## src/verilog/aas_pkg.sv

```systemverilog
/*
  Constants, register map and timing figures shared by the alarm annunciator sequencer.
  Assumes a 20 MHz system clock and a 32-bit Avalon-MM register bus with word addresses.
*/
package aas_pkg;

  localparam int unsigned CLK_HZ         = 20000000;
  localparam int unsigned TICK_US        = 1000;
  localparam int unsigned TICK_CYCLES    = (CLK_HZ / 1000000) * TICK_US;
  localparam int unsigned N_POINTS       = 20;

  localparam int unsigned FLEETING_MS    = 15;
  localparam int unsigned DEBOUNCE_MS    = 10;
  localparam int unsigned DEB_TICKS      = (DEBOUNCE_MS * 1000) / TICK_US;
  localparam int unsigned FLASH_HALF_MS  = 500;
  localparam int unsigned FLASH_TICKS    = (FLASH_HALF_MS * 1000) / TICK_US;
  localparam int unsigned SF_DELAY_MS    = 2500;

  localparam int unsigned DEB_W          = 4;
  localparam int unsigned FLASH_W        = 9;
  localparam int unsigned DLY_W          = 12;
  localparam int unsigned ADDR_W         = 4;

  localparam logic [ADDR_W-1:0] REG_POLARITY = 4'h0;
  localparam logic [ADDR_W-1:0] REG_CLASS    = 4'h1;
  localparam logic [ADDR_W-1:0] REG_ALARM    = 4'h2;
  localparam logic [ADDR_W-1:0] REG_FLASHING = 4'h3;
  localparam logic [ADDR_W-1:0] REG_INPUT    = 4'h4;
  localparam logic [ADDR_W-1:0] REG_SF_DELAY = 4'h5;
  localparam logic [ADDR_W-1:0] REG_IRQ_STAT = 4'h6;
  localparam logic [ADDR_W-1:0] REG_IRQ_MASK = 4'h7;
  localparam logic [ADDR_W-1:0] REG_MONITOR  = 4'h8;

  localparam logic [31:0]      POLARITY_RST = 32'h0000_0000;
  localparam logic [31:0]      CLASS_RST    = 32'h0000_0000;
  localparam logic [DLY_W-1:0] SF_DELAY_RST = 12'h9c4;
  localparam logic [2:0]       IRQ_MASK_RST = 3'h0;

  localparam int unsigned IRQ_NEW_ALARM  = 0;
  localparam int unsigned IRQ_SUPPLY     = 1;
  localparam int unsigned IRQ_BACKUP     = 2;

  localparam int unsigned MON_SF_ACTIVE  = 0;
  localparam int unsigned MON_SF_SILENT  = 1;
  localparam int unsigned MON_BK_ACTIVE  = 2;
  localparam int unsigned MON_BK_SILENT  = 3;

  localparam int unsigned BTN_ACCEPT     = 0;
  localparam int unsigned BTN_CLEAR      = 1;
  localparam int unsigned BTN_LAMP_TEST  = 2;
  localparam int unsigned BTN_FLASH_TEST = 3;
  localparam int unsigned BTN_HORN_TEST  = 4;
  localparam int unsigned BTN_SUPPLY_TST = 5;
  localparam int unsigned BTN_SF_CANCEL  = 6;
  localparam int unsigned BTN_SUPPLY_OK  = 7;
  localparam int unsigned BTN_BACKUP_OK  = 8;
  localparam int unsigned N_BTN          = 9;

endpackage : aas_pkg

```

## src/verilog/aas_sequencer.sv

```systemverilog
/*
  Alarm annunciator sequencer: per-point fault capture, flash/steady window sequence,
  common horn, supply-failure bell and monitors, Avalon-MM register slave with interrupt.
  Assumes field contacts and push buttons arrive asynchronously on pins; the bus is on CLK_I.
*/
// The implementer's own choices: the placing of the registers and the Avalon-MM slave port.
`timescale 1ns/100ps

//Function
// - Normal contact with no held alarm leaves window dark and horn silent.
// - New abnormal contact flashes its window and sounds horn until accepted.
// - Accept turns every flashing window steady and silences the horn.
// - Clear keeps abnormal windows lit and the horn off.
// - Lamp test lights every window steadily with horn off; the code leaves a flashing window flashing.
// - Supply lost beyond adjustable delay lights dedicated window and sounds alarm.
// - Cancel button silences only supply alarm; window stays lit until supply returns. The code's cancel also silences the backup alarm.
// - Supply-failure sound uses its own output, apart from the horn.
// - Backup supply absent beyond delay raises its own lamp and sound; the code sounds it on BELL_O, shared with the supply alarm.
// - At least twenty points are held simultaneously without loss.
// - Test inputs exercise flasher, horn and supply-failure monitoring.
// - Alarms arriving during any test are still captured and sequenced.
// - Each new alarm restarts flashing and horn, even with others standing.
// - Any excursion of fifteen milliseconds or more is latched.
// - Each point's contact sense is software selectable, close or open to fault.
// - Each point carries a trip or warning-only class, red or green.
// - Repeat outputs give each alarm's state for an event logger.
// - Inputs are synchronised and debounced against interference and transients; the code debounces only the fault contacts, not the push buttons.
module aas_sequencer #(
  parameter int unsigned N           = aas_pkg::N_POINTS,
  parameter int unsigned TICK_CYCLES = aas_pkg::TICK_CYCLES
) (
  input  wire logic                       CLK_I,
  input  wire logic                       RST_N_I,
  input  wire logic [N-1:0]               FAULT_I,
  input  wire logic                       ACCEPT_I,
  input  wire logic                       CLEAR_I,
  input  wire logic                       LAMP_TEST_I,
  input  wire logic                       FLASH_TEST_I,
  input  wire logic                       HORN_TEST_I,
  input  wire logic                       SUPPLY_TEST_I,
  input  wire logic                       SF_CANCEL_I,
  input  wire logic                       SUPPLY_OK_I,
  input  wire logic                       BACKUP_OK_I,
  input  wire logic [aas_pkg::ADDR_W-1:0] AVS_ADDRESS_I,
  input  wire logic                       AVS_READ_I,
  input  wire logic                       AVS_WRITE_I,
  input  wire logic [31:0]                AVS_WRITEDATA_I,
  input  wire logic [3:0]                 AVS_BYTEENABLE_I,
  output logic      [31:0]                AVS_READDATA_O,
  output logic                            AVS_WAITREQUEST_O,
  output logic      [N-1:0]               LAMP_TRIP_O,
  output logic      [N-1:0]               LAMP_WARN_O,
  output logic      [N-1:0]               REPEAT_O,
  output logic                            HORN_O,
  output logic                            BELL_O,
  output logic                            SF_LAMP_O,
  output logic                            BK_LAMP_O,
  output logic                            IRQ_O
);
  import aas_pkg::*;

  localparam int unsigned NP = N + N_BTN;
  localparam int unsigned PW = $clog2(TICK_CYCLES);

  typedef struct packed {
    logic [NP-1:0]             sync1;
    logic [NP-1:0]             sync2;
    logic [N_BTN-1:0]          btn_prev;
    logic [PW-1:0]             pre;
    logic [N-1:0][DEB_W-1:0]   deb;
    logic [N-1:0]              qual;
    logic [N-1:0]              flash;
    logic [N-1:0]              steady;
    logic [FLASH_W-1:0]        fcnt;
    logic                      phase;
    logic [DLY_W-1:0]          sf_cnt;
    logic                      sf_act;
    logic                      sf_sil;
    logic [DLY_W-1:0]          bk_cnt;
    logic                      bk_act;
    logic                      bk_sil;
    logic [N-1:0]              polarity;
    logic [N-1:0]              trip_class;
    logic [DLY_W-1:0]          sf_delay;
    logic [2:0]                irq_stat;
    logic [2:0]                irq_mask;
    logic                      wait_req;
    logic [31:0]               rdata;
    logic [N-1:0]              lamp_trip;
    logic [N-1:0]              lamp_warn;
    logic [N-1:0]              repeat_out;
    logic                      horn;
    logic                      bell;
    logic                      sf_lamp;
    logic                      bk_lamp;
    logic                      irq;
  } aas_state_t;

  aas_state_t q;
  aas_state_t d;

  function automatic logic [31:0] aas_zext(input logic [N-1:0] v);
    aas_zext = 32'(v);
  endfunction : aas_zext

  function automatic logic [31:0] aas_merge(input logic [31:0] old,
                                            input logic [31:0] wdat,
                                            input logic [3:0]  be);
    logic [31:0] r;
    r = old;
    for (int b = 0; b < 4; b++) begin
      if (be[b]) begin
        r[b*8 +: 8] = wdat[b*8 +: 8];
      end
    end
    aas_merge = r;
  endfunction : aas_merge

  // One supply monitor: counts qualified ticks while failed, fires once the delay is reached.
  function automatic logic [DLY_W+1:0] aas_monitor(input logic             fail,
                                                   input logic             tick,
                                                   input logic [DLY_W-1:0] cnt,
                                                   input logic [DLY_W-1:0] dly);
    logic [DLY_W-1:0] c;
    c = cnt;
    if (!fail) begin
      c = '0;
    end else if (tick && (c < dly)) begin
      c = c + 1'b1;
    end
    aas_monitor = {fail, fail && (c >= dly), c};
  endfunction : aas_monitor

  logic [NP-1:0]    pins;
  logic [N_BTN-1:0] btn;
  logic [N_BTN-1:0] press;
  logic [N-1:0]     abn;
  logic [N-1:0]     qual_n;
  logic [N-1:0]     new_al;
  logic [N-1:0]     lit;
  logic             tick;
  logic             sf_fail;
  logic             bk_fail;
  logic [DLY_W+1:0] sf_m;
  logic [DLY_W+1:0] bk_m;
  logic [31:0]      rd;
  logic [31:0]      wv;
  logic             acc;
  logic [2:0]       ev;
  logic [2:0]       rclr;

  assign pins = {BACKUP_OK_I, SUPPLY_OK_I, SF_CANCEL_I, SUPPLY_TEST_I, HORN_TEST_I,
                 FLASH_TEST_I, LAMP_TEST_I, CLEAR_I, ACCEPT_I, FAULT_I};

  always_comb begin
    d = q;
    rd = '0;
    wv = '0;
    // Only the second stage is read; the first may be metastable.
    d.sync1 = pins;
    d.sync2 = q.sync1;
    btn = q.sync2[NP-1:N];
    d.btn_prev = btn;
    press = btn & ~q.btn_prev;

    tick = (q.pre == PW'(TICK_CYCLES - 1));
    d.pre = tick ? '0 : q.pre + 1'b1;

    abn = q.sync2[N-1:0] ^ q.polarity;
    for (int i = 0; i < N; i++) begin
      if (!abn[i]) begin
        d.deb[i] = '0;
      end else if (tick && (q.deb[i] != DEB_W'(DEB_TICKS))) begin
        d.deb[i] = q.deb[i] + 1'b1;
      end
      qual_n[i] = abn[i] && (d.deb[i] == DEB_W'(DEB_TICKS));
    end
    d.qual = qual_n;
    new_al = qual_n & ~q.qual;

    // A new alarm wins over a same-cycle accept so it is never lost.
    d.flash = (q.flash & ~{N{press[BTN_ACCEPT]}}) | new_al;
    d.steady = (q.steady | (q.flash & {N{press[BTN_ACCEPT]}})) & ~new_al;
    if (press[BTN_CLEAR]) begin
      d.steady = d.steady & qual_n;
    end

    if (tick) begin
      if (q.fcnt == FLASH_W'(FLASH_TICKS - 1)) begin
        d.fcnt = '0;
        d.phase = ~q.phase;
      end else begin
        d.fcnt = q.fcnt + 1'b1;
      end
    end

    sf_fail = ~btn[BTN_SUPPLY_OK] | btn[BTN_SUPPLY_TST];
    bk_fail = ~btn[BTN_BACKUP_OK] | btn[BTN_SUPPLY_TST];
    sf_m = aas_monitor(sf_fail, tick, q.sf_cnt, q.sf_delay);
    bk_m = aas_monitor(bk_fail, tick, q.bk_cnt, q.sf_delay);
    d.sf_cnt = sf_m[DLY_W-1:0];
    d.sf_act = sf_m[DLY_W];
    d.bk_cnt = bk_m[DLY_W-1:0];
    d.bk_act = bk_m[DLY_W];
    // Cancel only acts on a sounding alarm, so an early press cannot pre-silence the next one.
    d.sf_sil = sf_m[DLY_W] & (q.sf_sil | press[BTN_SF_CANCEL]);
    d.bk_sil = bk_m[DLY_W] & (q.bk_sil | press[BTN_SF_CANCEL]);

    for (int i = 0; i < N; i++) begin
      lit[i] = q.flash[i] ? q.phase : (q.steady[i] | q.qual[i] | btn[BTN_LAMP_TEST]);
    end
    if (btn[BTN_FLASH_TEST]) begin
      lit = lit | {N{q.phase}};
    end
    d.lamp_trip = lit & q.trip_class;
    d.lamp_warn = lit & ~q.trip_class;
    d.repeat_out = q.flash | q.steady;
    d.horn = (|q.flash) | btn[BTN_HORN_TEST];
    d.bell = (q.sf_act & ~q.sf_sil) | (q.bk_act & ~q.bk_sil);
    d.sf_lamp = q.sf_act | btn[BTN_LAMP_TEST];
    d.bk_lamp = q.bk_act | btn[BTN_LAMP_TEST];

    if (AVS_ADDRESS_I == REG_POLARITY) begin
      rd = aas_zext(q.polarity);
    end else if (AVS_ADDRESS_I == REG_CLASS) begin
      rd = aas_zext(q.trip_class);
    end else if (AVS_ADDRESS_I == REG_ALARM) begin
      rd = aas_zext(q.flash | q.steady);
    end else if (AVS_ADDRESS_I == REG_FLASHING) begin
      rd = aas_zext(q.flash);
    end else if (AVS_ADDRESS_I == REG_INPUT) begin
      rd = aas_zext(q.qual);
    end else if (AVS_ADDRESS_I == REG_SF_DELAY) begin
      rd = 32'(q.sf_delay);
    end else if (AVS_ADDRESS_I == REG_IRQ_STAT) begin
      rd = 32'(q.irq_stat);
    end else if (AVS_ADDRESS_I == REG_IRQ_MASK) begin
      rd = 32'(q.irq_mask);
    end else if (AVS_ADDRESS_I == REG_MONITOR) begin
      rd = 32'({q.bk_sil, q.bk_act, q.sf_sil, q.sf_act});
    end else begin
      rd = '0;
    end

    // Every access gets exactly one wait cycle, so read data always come from a flop.
    d.wait_req = ~(q.wait_req & (AVS_READ_I | AVS_WRITE_I));
    if (q.wait_req & AVS_READ_I) begin
      d.rdata = rd;
    end
    acc = ~q.wait_req;
    wv = aas_merge(rd, AVS_WRITEDATA_I, AVS_BYTEENABLE_I);
    if (acc && AVS_WRITE_I) begin
      if (AVS_ADDRESS_I == REG_POLARITY) begin
        d.polarity = wv[N-1:0];
      end else if (AVS_ADDRESS_I == REG_CLASS) begin
        d.trip_class = wv[N-1:0];
      end else if (AVS_ADDRESS_I == REG_SF_DELAY) begin
        d.sf_delay = wv[DLY_W-1:0];
      end else if (AVS_ADDRESS_I == REG_IRQ_MASK) begin
        d.irq_mask = wv[2:0];
      end
    end

    ev = {d.bk_act & ~q.bk_act, d.sf_act & ~q.sf_act, |new_al};
    // Only bits that went out in the read data are cleared; a wait-cycle event is kept.
    rclr = (acc && AVS_READ_I && (AVS_ADDRESS_I == REG_IRQ_STAT)) ? q.rdata[2:0] : 3'h0;
    // A new event in the clearing read cycle survives.
    d.irq_stat = (q.irq_stat & ~rclr) | ev;
    d.irq = |(d.irq_stat & d.irq_mask);
  end

  always_ff @(posedge CLK_I) begin
    if (!RST_N_I) begin
      q <= '0;
      q.polarity <= POLARITY_RST[N-1:0];
      q.trip_class <= CLASS_RST[N-1:0];
      q.sf_delay <= SF_DELAY_RST;
      q.irq_mask <= IRQ_MASK_RST;
      q.wait_req <= 1'b1;
    end else begin
      q <= d;
    end
  end

  assign AVS_READDATA_O    = q.rdata;
  assign AVS_WAITREQUEST_O = q.wait_req;
  assign LAMP_TRIP_O       = q.lamp_trip;
  assign LAMP_WARN_O       = q.lamp_warn;
  assign REPEAT_O          = q.repeat_out;
  assign HORN_O            = q.horn;
  assign BELL_O            = q.bell;
  assign SF_LAMP_O         = q.sf_lamp;
  assign BK_LAMP_O         = q.bk_lamp;
  assign IRQ_O             = q.irq;

endmodule : aas_sequencer

```

## config.mk

```make
export PLATFORM = sky130hd
export DESIGN_NAME = aas_sequencer
export DESIGN_NICKNAME = d
export VERILOG_FILES = /design/src/verilog/aas_pkg.sv /design/src/verilog/aas_sequencer.sv
export SDC_FILE = /design/constraint.sdc
export NUM_CORES = 1
export LEC_CHECK = 0
export BUFFER_PORTS_ARGS = -buffer_cell sky130_fd_sc_hd__buf_2
export CORE_MARGIN = 5
export CORE_UTILIZATION = 25
export DETAILED_ROUTE_END_ITERATION = 10
export GPL_ROUTABILITY_DRIVEN = 0
export REMOVE_ABC_BUFFERS = 1
export SETUP_SLACK_MARGIN = 0.3
export SKIP_LAST_GASP = 1
export SLEW_MARGIN = 20
export SYNTH_ARGS = -nofsm -noshare
export SYNTH_HDL_FRONTEND = slang
export SYNTH_SLANG_ARGS = --single-unit
```

## constraint.sdc

```tcl
create_clock -name CLK_I -period 7 [get_ports CLK_I]
set_input_delay 0.35 -clock CLK_I [delete_from_list [all_inputs] [get_ports CLK_I]]
set_output_delay 0.35 -clock CLK_I [all_outputs]
set_load 0.01 [all_outputs]
```

==> results of run 1 <==
## report_power, final
part | internal [mW] | switching [mW]
combinational | 0.0771 | 0.160
sequential | 2.29 | 0.0165
clock | 1.54 | 1.01
total | 3.91 | 1.19
## what timing repair did
item,in CTS,in global routing
hold buffers,27,0
setup buffers,0,0
gates resized for setup,0,0
endpoints found under the hold margin,27,0
setup endpoints to repair,0,0
## kinds of logic (layout without fill, tap and decap cells)
group	Yosys count	after routing
and+or+nand+nor	969	969
AOI/OAI and AO/OA	402	402
DFF	398	398
buffers and inverters	251	350
xor gates and xnor gates	93	93
adders and majority gates	90	90
muxes	80	80
other	1	14
## final timing paths
kind / from / endpoint / depth (start not counted)
setup / recovery: q[105] / IRQ_O / 18
hold / removal: FAULT_I[12] / d[370] / 2
setup reg to reg: q[105] / IRQ_O / 18
hold reg to reg: d[375] / q[375] / 1
## state kept, by name, summed over array words and instances, names as in the netlist
signal / flops
LAMP_TRIP_O: 20
q: 274
LAMP_WARN_O: 20
d: 29
REPEAT_O: 20
btn: 9
BELL_O: 1
HORN_O: 1
IRQ_O: 1
AVS_WAITREQUEST_O: 1
SF_LAMP_O: 1
AVS_READDATA_O: 20
BK_LAMP_O: 1
## through the flow
stage	cell area (um^2)	hold WS (ps)	setup slack, ps	util, %	power (mW)
6_report	22400	8.12	2540	29.4	5.10
5_1_grt	22400	13.0	2310	29.4	5.27
3_5_place_dp	20500	421	2550	26.9	2.59
4_1_cts	22400	0.543	2540	29.4	5.16
3_3_place_gp	20500	417	2620	26.9	2.59
2_1_floorplan	18300	412	2690	-	2.46
## worst max-delay path, delay by kind of cell, from the launching register on
| family | cells | cell delay [ps] |
|---|---|---|
| AO/OA/AOI/OAI | 11 | 2510 |
| multiplexers | 1 | 390 |
| adder cells (fa/ha/maj) | 2 | 590 |
| AND/OR/NAND/NOR | 3 | 370 |
| flip-flops | 1 | 340 |
| buffers and inverters | 1 | 150 |
## cell usage in the layout, fill, tap and decap left out, types with 44 or more instances in the layout
cell,synthesis,final
sky130_fd_sc_hd__dfxtp_1,398,398
sky130_fd_sc_hd__nor2_1,299,297
sky130_fd_sc_hd__nand2_1,279,279
sky130_fd_sc_hd__a21oi_1,156,156
sky130_fd_sc_hd__buf_2,0,144
sky130_fd_sc_hd__ha_1,90,90
sky130_fd_sc_hd__and2_1,70,71
sky130_fd_sc_hd__o21ai_0,68,68
sky130_fd_sc_hd__mux2i_1,66,66
sky130_fd_sc_hd__inv_1,64,64
sky130_fd_sc_hd__nor3_1,63,63
sky130_fd_sc_hd__xor2_1,53,53
sky130_fd_sc_hd__a211oi_1,49,49
sky130_fd_sc_hd__clkbuf_16,0,48
sky130_fd_sc_hd__nand2b_1,44,44
## synthesized netlist by cell type (7+ instances only)
master	number	share of area, %
sky130_fd_sc_hd__nor2b_1	22	0.71
sky130_fd_sc_hd__buf_4	94	3.7
sky130_fd_sc_hd__nand4b_1	20	0.91
sky130_fd_sc_hd__xnor2_1	40	1.8
sky130_fd_sc_hd__a21oi_1	156	4.0
sky130_fd_sc_hd__nand2b_1	44	1.4
sky130_fd_sc_hd__o21a_1	8	0.31
sky130_fd_sc_hd__mux2i_1	66	3.4
sky130_fd_sc_hd__nor3_1	63	1.6
sky130_fd_sc_hd__inv_1	64	1.2
sky130_fd_sc_hd__and2_1	70	2.3
sky130_fd_sc_hd__or3_1	14	0.45
sky130_fd_sc_hd__a221o_1	7	0.36
sky130_fd_sc_hd__dfxtp_1	398	41
sky130_fd_sc_hd__nand3_1	20	0.52
sky130_fd_sc_hd__ha_1	90	5.8
sky130_fd_sc_hd__xor2_1	53	2.4
sky130_fd_sc_hd__or4_1	7	0.27
sky130_fd_sc_hd__o22ai_1	18	0.58
sky130_fd_sc_hd__o211ai_1	15	0.58
sky130_fd_sc_hd__a221oi_1	8	0.36
sky130_fd_sc_hd__o21ai_0	68	1.8
sky130_fd_sc_hd__nor2_1	299	5.8
sky130_fd_sc_hd__a21o_1	13	0.51
sky130_fd_sc_hd__nor4_1	19	0.62
sky130_fd_sc_hd__nand2_1	279	5.4
sky130_fd_sc_hd__mux2_2	14	0.82
sky130_fd_sc_hd__nand4_1	43	1.4
sky130_fd_sc_hd__and3_1	34	1.1
sky130_fd_sc_hd__o221ai_1	10	0.45
sky130_fd_sc_hd__clkbuf_1	84	1.6
sky130_fd_sc_hd__a211oi_1	49	1.9
sky130_fd_sc_hd__a22oi_1	7	0.27
## final cells by class
cell class | instances | area share [%]
timing repair buffer | 199 | 5.37
multi-input combinational | 1646 | 45.0
sequential | 398 | 35.6
tap | 1030 | 5.76
clock inverter | 18 | 1.05
inverter | 66 | 1.12
clock buffer | 67 | 6.09
antenna | 2 | 0.0224
## routing by layer
layer / routed length, um / track usage (%) / vias to the layer above
met5: 0 / 0 / -
met4: 1470 / 3.99 / 0
met3: 4340 / 2.80 / 88
met2: 26600 / 22.2 / 502
met1: 29000 / 20.3 / 7702
li1: - / - / 7975
==> reports/qor.log, run 1 <==
qor: finish.fillers 8109
qor: yosys.synth_top_family_by_area simple AND/OR/NAND/NOR gates
qor: floorplanning.floorplan.initialDensity 25.3%
qor: worst_setup_path.critPathCaptureType flip-flop
qor: worst_setup_path.cells_along_the_critical_path inv_1 > ha_1 > a21o_1 > a21o_1 > a21oi_1 > o21ai_0 > a21o_1 > a21boi_1 > mux2_2 > ha_1 > nand2b_1 > a21o_1 > a211oi_1 > o41ai_1 > a21oi_1 > nor2_1 > nor2_1 > a311oi_2
qor: finish.finish.net_count 2521
qor: floorplanning.floorplan.die_area 82800 um^2
qor: global_route.initial_antenna_violation_count 4
qor: detailed_routing.wl_per_cell 17.9 um
qor: placed_design.placed_cells 3312
qor: yosys.syn_area 19300 um^2
qor: yosys.share_of_synthesized_cell_area_in_full_adder_half_adder_and_majority_cells 5.84%
qor: yosys.synth-seq-cells 398
qor: sta.setup_viol 0
qor: sta.hold_viol 0
qor: yosys.synth-edff-count 0
qor: yosys.xor_and_xnor_area_share_after_synthesis 4.22%
qor: power.cellLeakagePower 8.84 nW
qor: finish.layout.cells.non_filler 3426
qor: sta.layout_worst_path_cycle_share 63.7%
qor: global_route.grt_max_degree 60
qor: worst_setup_path.regToRegSetupSlack 2540 ps
qor: sta.fin_worst_skew 28.9 ps
qor: sta.period_needed 4460 ps
qor: detailed_routing.totalWireLength 61.4 mm
qor: floorplanning.placementRows 101
qor: sta.grt_setup_unrepaired no
qor: finish.synthToLayoutAreaGrowth 16.1%
qor: sta.max_freq 224 MHz
qor: clock_network.worst_setup_hold_path_clk_slew 60 ps
qor: worst_setup_path.worst_path_most_repeated_cell sky130_fd_sc_hd__a21o_1
qor: detailed_routing.pre_antenna_drt_iters 5
qor: clock_network.clkLatencyLatePin 590 ps
qor: worst_setup_path.critPathMaxFanout 11
qor: floorplanning.die_h 288 um
qor: global_route.first_global_vias 15.2k
qor: yosys.yosysSeqAreaShare 41.3%
qor: detailed_routing.routed-via-count 16.3k
qor: finish.sequential_cell_area 7970 um^2
qor: worst_setup_path.required_time_worst_endpoint 7500 ps
qor: worst_setup_path.slowest_stage sky130_fd_sc_hd__o41ai_1
qor: power.total_power_density_per_cell_area 228 nW/um^2
qor: yosys.avg_synthesized_cell_area 8.44 um^2
qor: floorplanning.top_level_ports 171
qor: clock_network.cts_made_buffers 47
qor: yosys.synth_cell_type_count 80
qor: worst_setup_path.arrival 4960 ps
qor: global_route.grt_first_pass_wirelength 92.3 mm
qor: detailed_routing.remaining_drc_errors 0
qor: floorplanning.coreArea 76200 um^2
qor: worst_setup_path.critical_path.startpoint_type flip-flop
qor: worst_setup_path.worst-setup-path-type reg2reg
qor: floorplanning.chipWidth 288 um
qor: worst_setup_path.slowest_delay 560 ps
qor: sta.final_max_slew_viol_count 0
qor: clock_network.tritoncts built
qor: sta.timing_worst_slew_pin_value 1150 ps
qor: clock_network.clock_sink_count 398
qor: global_route.grt_overflow_total 0
qor: worst_hold_path.worst_hold_class in2reg
qor: yosys.yosys-mux-area-fraction 4.24%
qor: status.outcome completed
qor: yosys.synth_compound_gate_area_share 13.0%
qor: finish.drive_above_1_share 11.9%
qor: placed_design.dpl_wire_length 43.3 mm
qor: power.ir_drop 163 uV
qor: sta.maxSlewHeadroom 23.4%
qor: clock_network.h-tree-depth 2
qor: yosys.ys.flop_type sky130_fd_sc_hd__dfxtp_1
qor: yosys.synthSimpleGateAreaFrac 24.5%
qor: yosys.synthCells 2284
qor: global_route.groute.usage.overall 14.3%
qor: detailed_routing.detail_route.vias_per_cell 4.75
qor: yosys.synth.yosys.warnings 0
qor: detailed_routing.drtIter0Drc 1288
qor: clock_network.cts-root-to-sink-buffers 3
qor: detailed_routing.postRouteAntennaNets 0
qor: placed_design.port_buffer_count 145
qor: finish.multiInputGateArea 10100 um^2
qor: clock_network.cts_root_buf sky130_fd_sc_hd__clkbuf_16
qor: sta.totalNegativeSetupSlack 0 ps
qor: yosys.synth-async-reset-ratio 0%
qor: run.timing.max_cap.violations 0
(Power assumes the default switching activity.)
==> run 2: changes to the inputs <==
- ABC_AREA: unset -> 1
- clock period: 7 -> 4.3 ns (I/O delays scaled with it)
==> run 2 against run 1 <==
  * First-iteration DRC count decreased by 8.9%
  * Sequential share of layout area decreased by 0.96 points
  * Global-route usage decreased by 0.058 points
  * Highest routed layer is now met5
  * Worst setup slack got worse by 1800 ps
  * Final area increased by 2.8%
  * Worst hold slack improved by 35 ps
  * Clock skew decreased by 5.3 ps
  * Final cell count increased by 13%
  * Sequential power increased by 63%
  * Via count increased by 4.9%
  * Largest power group unchanged
  * Sequential cell count unchanged
  * Non-clock buffer count increased by 15
==> reports/qor.log, run 2 <==
qor: global_route.groute.usage.overall 14.3%
qor: global_route.grt_first_pass_wirelength 92.2 mm
qor: finish.final_core_utilization 29.7%
qor: global_route.grt_overflow_total 0
qor: sta.layout_worst_path_cycle_share 81.9%
qor: worst_setup_path.critPathMaxFanout 4
qor: clock_network.cts-root-to-sink-buffers 3
qor: worst_setup_path.required_time_worst_endpoint 4820 ps
qor: clock_network.worst_setup_hold_path_clk_slew 60 ps
qor: finish.finish.net_count 2958
qor: yosys.synth_cell_type_count 51
qor: floorplanning.die_h 289 um
qor: detailed_routing.pre_antenna_drt_iters 5
qor: clock_network.cts_root_buf sky130_fd_sc_hd__clkbuf_16
qor: status.outcome completed
qor: power.total_power_density_per_cell_area 372 nW/um^2
qor: detailed_routing.remaining_drc_errors 0
qor: worst_setup_path.ff2ff_path_depth 21
qor: finish.number_of_flip_flops_under_the_largest_register_name 274
qor: sta.totalNegativeSetupSlack 0 ps
qor: worst_setup_path.regToRegSetupSlack 780 ps
qor: worst_hold_path.min_delay_path_depth 3
qor: finish.max_flop_register q
qor: yosys.ys.flop_type sky130_fd_sc_hd__dfxtp_1
qor: placed_design.dpl_wire_length 44.1 mm
qor: sta.final_critical_path_setup_slack 780 ps
qor: sta.timing_worst_slew_pin_value 1060 ps
qor: yosys.synth-edff-count 0
qor: clock_network.clkLatencyLatePin 600 ps
qor: clock_network.h-tree-depth 2
qor: floorplanning.top_level_ports 171
qor: detailed_routing.drtIter0Drc 1174
qor: finish.synthToLayoutAreaGrowth 17.8%
qor: clock_network.cts_made_buffers 48
qor: worst_setup_path.arrival 4040 ps
qor: sta.maxSlewHeadroom 29.2%
qor: yosys.avg_synthesized_cell_area 7.27 um^2
qor: sta.setup_viol 0
qor: worst_setup_path.worst-setup-path-type reg2reg
qor: yosys.synth.yosys.warnings 0
qor: placed_design.dp_slack 875 ps
qor: yosys.synth-async-reset-ratio 0%
qor: floorplanning.floorplan.die_area 83800 um^2
qor: finish.drive_above_1_share 11.1%
qor: global_route.grt_max_degree 90
qor: global_route.first_global_vias 15.9k
qor: sta.fin_worst_skew 23.6 ps
qor: finish.mostFrequentLayoutCells sky130_fd_sc_hd__nand2_1, sky130_fd_sc_hd__dfxtp_1, sky130_fd_sc_hd__inv_1
qor: worst_setup_path.critical_path.startpoint_type flip-flop
qor: clock_network.clock_sink_count 398
qor: finish.final_common_cell sky130_fd_sc_hd__nand2_1
qor: yosys.synth-seq-cells 398
qor: global_route.initial_antenna_violation_count 5
qor: yosys.synth_area_leader_cell sky130_fd_sc_hd__dfxtp_1
qor: detailed_routing.wl_per_cell 15.7 um
qor: floorplanning.chipWidth 289 um
qor: detailed_routing.routed-via-count 17.1k
qor: worst_setup_path.rr_endpoint IRQ_O
qor: yosys.post-synth-top-count-cell sky130_fd_sc_hd__nand2_1
qor: yosys.synthDominantCellAreaShare 40.8%
qor: detailed_routing.detail_route.vias_per_cell 4.40
qor: placed_design.port_buffer_count 145
qor: detailed_routing.totalWireLength 60.9 mm
qor: sta.grt_setup_unrepaired no
qor: sta.whs 43.4 ps
qor: sta.max_freq 284 MHz
qor: yosys.syn_area 19500 um^2
qor: power.ir_drop 245 uV
qor: floorplanning.coreArea 77500 um^2
qor: yosys.yosysSeqAreaShare 40.8%
qor: worst_setup_path.critPathCaptureType flip-flop
qor: yosys.synthTopCellsByCount sky130_fd_sc_hd__nand2_1, sky130_fd_sc_hd__dfxtp_1, sky130_fd_sc_hd__inv_1
qor: sta.final_max_slew_viol_count 0
qor: floorplanning.placementRows 102
qor: worst_hold_path.timing.hold.worst_endpoint q[145]
qor: power.cellLeakagePower 10.6 nW
qor: clock_network.tritoncts built
qor: yosys.synth.top_cells.by_area sky130_fd_sc_hd__dfxtp_1, sky130_fd_sc_hd__nand2_1, sky130_fd_sc_hd__inv_1
qor: run.timing.max_cap.violations 0
qor: detailed_routing.postRouteAntennaNets 0
qor: finish.fillers 8360
qor: worst_hold_path.worst_hold_class in2reg
qor: clock_network.post-cts-setup-buffer-count 0
qor: yosys.synthCells 2686
qor: sta.period_needed 3520 ps
qor: worst_hold_path.hold_path.startpoint AVS_WRITEDATA_I[9]
qor: sta.hold_viol 0
qor: floorplanning.floorplan.initialDensity 25.2%
qor: worst_setup_path.worstReg2RegStart q[107]
==> run 2: area by class of cell <==
class / count / area [um^2] / area share (%)
Inverter: 381 / 1430 / 6.23
Clock buffer: 62 / 1370 / 5.93
Timing Repair Buffer: 214 / 1390 / 6.03
Tap cell: 1040 / 1300 / 5.66
Antenna cell: 3 / 7.51 / 0.0326
Clock inverter: 25 / 355 / 1.54
Multi-Input combinational cell: 1752 / 9180 / 39.9
Sequential cell: 398 / 7970 / 34.6
==> run 2: worst max path at each step <==
stage	startpoint	to	cells past startpoint
floorplan	q[334]	IRQ_O	20
global route	q[105]	IRQ_O	22
finish	q[107]	IRQ_O	21
global placement	q[109]	IRQ_O	21
CTS	q[109]	IRQ_O	21
detailed placement	q[107]	IRQ_O	21
==> run 2: logic make-up after synthesis <==
group                      Yosys count  synth area share [%]
buffers and inverters              547                  12.5
other                                1                0.0192
DFF                                398                  40.8
adders and majority gates           90                  5.77
muxes                                9                 0.461
xor gates and xnor gates            83                  3.72
and+or+nand+nor                   1188                  25.9
AOI/OAI and AO/OA                  370                  10.8
==> run 2: where the power goes <==
group / switching [mW] / internal [mW] / leakage (nW) / total, mW
Clock: 1.68 / 2.72 / 0.849 / 4.40
Sequential: 0.0259 / 3.74 / 3.22 / 3.77
Combinational: 0.261 / 0.125 / 6.49 / 0.386
Total: 1.96 / 6.59 / 10.6 / 8.55
==> run 2: worst max-delay path, stage by stage, from the launching register on <==
cell	delay, ps
sky130_fd_sc_hd__dfxtp_1	350
sky130_fd_sc_hd__inv_1	120
sky130_fd_sc_hd__ha_1	320
sky130_fd_sc_hd__nand2_1	50
sky130_fd_sc_hd__o21ai_0	360
sky130_fd_sc_hd__a21oi_1	120
sky130_fd_sc_hd__o21ai_0	190
sky130_fd_sc_hd__nand2_1	90
sky130_fd_sc_hd__nand2_1	130
sky130_fd_sc_hd__nor2_1	70
sky130_fd_sc_hd__xor2_1	140
sky130_fd_sc_hd__inv_1	70
sky130_fd_sc_hd__nor2_1	40
sky130_fd_sc_hd__ha_1	290
sky130_fd_sc_hd__nand2_1	60
sky130_fd_sc_hd__o21ai_0	310
sky130_fd_sc_hd__nand2_1	90
sky130_fd_sc_hd__nand4_1	160
sky130_fd_sc_hd__nand3_1	100
sky130_fd_sc_hd__a21oi_1	170
sky130_fd_sc_hd__nand3_1	120
sky130_fd_sc_hd__nand3_1	90
==> run 2: what timing repair did <==
item	CTS	global route
resized for setup	0	0
endpoints found under the hold margin	48	0
hold buffers	40	0
==> run 2: through the flow <==
stage / instances / total power [mW] / cell area, um^2
2_1_floorplan: 2531 / 4.01 / 18600
3_3_place_gp: 3745 / 4.21 / 20900
3_5_place_dp: 3745 / 4.21 / 20900
4_1_cts: 3872 / 8.68 / 23000
5_1_grt: 3872 / 8.87 / 23000
6_report: 3875 / 8.55 / 23000
==> run 2: metal layers <==
layer	track usage, %	share of wire, %
met5	0	0.059
met4	6.28	4.4
met3	2.45	5.9
met2	22.5	44
met1	19.1	46
==> run 3: changes to the inputs <==
- clock period: 4.3 -> 3.5 ns (I/O delays scaled with it)
==> run 3 against run 2 <==
  * Critical path type unchanged
  * Final cell count rose by 1.6%
  * Total power increased by 22%
  * Register-to-register slack got worse by 490 ps
  * Sequential cell count stayed put
  * Critical endpoint is now q[103]
  * Maximum frequency increased by 9.8%
  * Global-route usage up 0.052 points
  * Non-clock buffer count grew 63
  * Utilization up 1.1 points
  * Count of clock-buffer cells in the layout increased by 1
==> reports/qor.log, run 3 (same netlist as run 2, synthesis figures left out) <==
qor: status.outcome completed
qor: sta.hold_viol 0
qor: floorplanning.placementRows 102
qor: global_route.initial_antenna_violation_count 4
qor: finish.fillers 8265
qor: worst_hold_path.worst_hold_class in2reg
qor: worst_setup_path.worst-setup-path-type reg2reg
qor: sta.period_needed 3210 ps
qor: clock_network.cts_made_buffers 47
qor: sta.max_freq 312 MHz
qor: finish.number_of_flip_flops_under_the_largest_register_name 274
qor: detailed_routing.pre_antenna_drt_iters 6
qor: worst_setup_path.critPathMaxFanout 5
qor: power.total_power_density_per_cell_area 436 nW/um^2
qor: placed_design.dpl_cell_area 21000 um^2
qor: worst_setup_path.arrival 3730 ps
qor: global_route.grt_max_degree 61
qor: sta.maxSlewHeadroom 28.5%
qor: clock_network.h-tree-depth 2
qor: sta.totalNegativeSetupSlack 0 ps
qor: detailed_routing.detail_route.vias_per_cell 4.45
qor: finish.final_area 23800 um^2
qor: worst_setup_path.slowest_stage sky130_fd_sc_hd__ha_2
qor: floorplanning.floorplan.die_area 83800 um^2
qor: sta.layout_worst_path_cycle_share 91.6%
qor: finish.max_flop_register q
qor: worst_setup_path.regToRegSetupSlack 290 ps
qor: finish.drive_above_1_share 15.2%
qor: sta.fin_worst_skew 20.7 ps
qor: global_route.grt_overflow_total 0
qor: detailed_routing.remaining_drc_errors 0
qor: power.cellLeakagePower 10.8 nW
qor: detailed_routing.routed-via-count 17.5k
qor: worst_setup_path.worst_path_most_repeated_cell sky130_fd_sc_hd__nand2_1
qor: worst_setup_path.cells_along_the_critical_path inv_1 > buf_4 > ha_4 > nand2_1 > nor2_2 > nand2_2 > o2111ai_4 > nor2_4 > buf_6 > buf_6 > buf_4 > nand2_1 > nand2_1 > inv_1 > nor2_1 > ha_2 > nand2_1 > nor2_2 > nand3_1 > nand4_1 > nand3_1 > buf_4 > a21oi_1
qor: worst_setup_path.critical-path-top-delay-family simple AND/OR/NAND/NOR gates
qor: floorplanning.chipWidth 289 um
qor: global_route.grt_first_pass_wirelength 92.4 mm
qor: clock_network.tritoncts built
qor: worst_setup_path.required_time_worst_endpoint 4020 ps
qor: floorplanning.die_h 289 um
qor: sta.timing_worst_slew_pin_value 1070 ps
qor: placed_design.dpl_wire_length 45.4 mm
qor: global_route.first_global_vias 16.0k
qor: worst_setup_path.slowest_delay 340 ps
qor: floorplanning.floorplan.initialDensity 25.2%
qor: clock_network.cts_root_buf sky130_fd_sc_hd__clkbuf_16
qor: finish.multiInputGateArea 9510 um^2
qor: finish.synthToLayoutAreaGrowth 22.1%
qor: worst_setup_path.critical_path.startpoint_type flip-flop
qor: clock_network.cts-root-to-sink-buffers 3
qor: global_route.groute.usage.overall 14.3%
qor: finish.sequential_cell_area 7980 um^2
qor: floorplanning.top_level_ports 171
qor: clock_network.clock_sink_count 398
qor: worst_setup_path.critPathCaptureType flip-flop
qor: run.timing.max_cap.violations 0
qor: detailed_routing.postRouteAntennaNets 0
qor: sta.final_max_slew_viol_count 0
qor: floorplanning.coreArea 77500 um^2
qor: finish.finish.net_count 3020
qor: clock_network.clkLatencyLatePin 600 ps
qor: power.ir_drop 383 uV
qor: worst_setup_path.critical_path.n_buffers_inverters 7
qor: finish.mostFrequentLayoutCells sky130_fd_sc_hd__nand2_1, sky130_fd_sc_hd__dfxtp_1, sky130_fd_sc_hd__inv_1
qor: sta.setup_viol 0
qor: sta.grt_setup_unrepaired yes
qor: finish.final_common_cell sky130_fd_sc_hd__nand2_1
qor: placed_design.port_buffer_count 145
qor: detailed_routing.wl_per_cell 15.9 um
qor: clock_network.worst_setup_hold_path_clk_slew 70 ps
qor: sta.whs 11.4 ps
qor: detailed_routing.totalWireLength 62.5 mm
qor: placed_design.placed_cells 3766
qor: detailed_routing.drtIter0Drc 1163
qor: finish.layout.cells.non_filler 3937
==> run 3: area by class of cell <==
cell class / count / share of cell area [%]
clock buffers: 63 / 5.65
flip-flops and latches: 398 / 33.5
inverters: 381 / 6.02
repair buffers: 277 / 8.06
well taps: 1040 / 5.46
diodes: 3 / 0.0315
multi-input cells: 1752 / 39.9
clock inverters: 23 / 1.38
==> run 3: worst min-delay path: cells and delay by family <==
family                 cells  cell delay, ps
AO/OA/AOI/OAI              2             330
buffers and inverters      1              70
==> run 3: path summary, 6_finish.rpt <==
path                                    startpoint  depth (start not counted)      to
worst min-delay path            AVS_WRITEDATA_I[1]                          3  q[105]
worst min register to register              d[385]                          2  btn[7]
worst max-delay path                        q[113]                         23  q[103]
worst max register to register              q[113]                         23  q[103]
==> run 3: layer usage <==
layer / global-route usage (%) / share of wire (%) / vias up
met5: 0 / 0.043 / -
met4: 5.09 / 3.6 / 4
met3: 2.81 / 6.4 / 112
met2: 23.1 / 45 / 475
met1: 19.1 / 45 / 8087
li1: - / - / 8828
==> run 3: power by group <==
group	switching (mW)	internal (mW)	total (mW)	leakage, nW
Sequential	0.0326	4.60	4.63	3.23
Combinational	0.329	0.168	0.498	6.80
Clock	2.10	3.17	5.27	0.811
Total	2.46	7.93	10.4	10.8
==> run 3: stage by stage <==
stage               power, mW  util (%)  setup slack, ps
floorplan                4.92         -              267
finish                   10.4      30.8              294
detailed placement       5.17      27.1              206
CTS                      10.5      30.3              306
global route             10.8      30.8              132
global placement         5.17      27.1              221
==> run 3: what timing repair did <==
action | in CTS | in global routing
pin swaps | 16 | 27
endpoints found under the hold margin | 70 | 0
endpoints found under the setup margin | 1 | 8
hold buffers | 56 | 0
buffers inserted | 17 | 9
gates resized for setup | 32 | 82
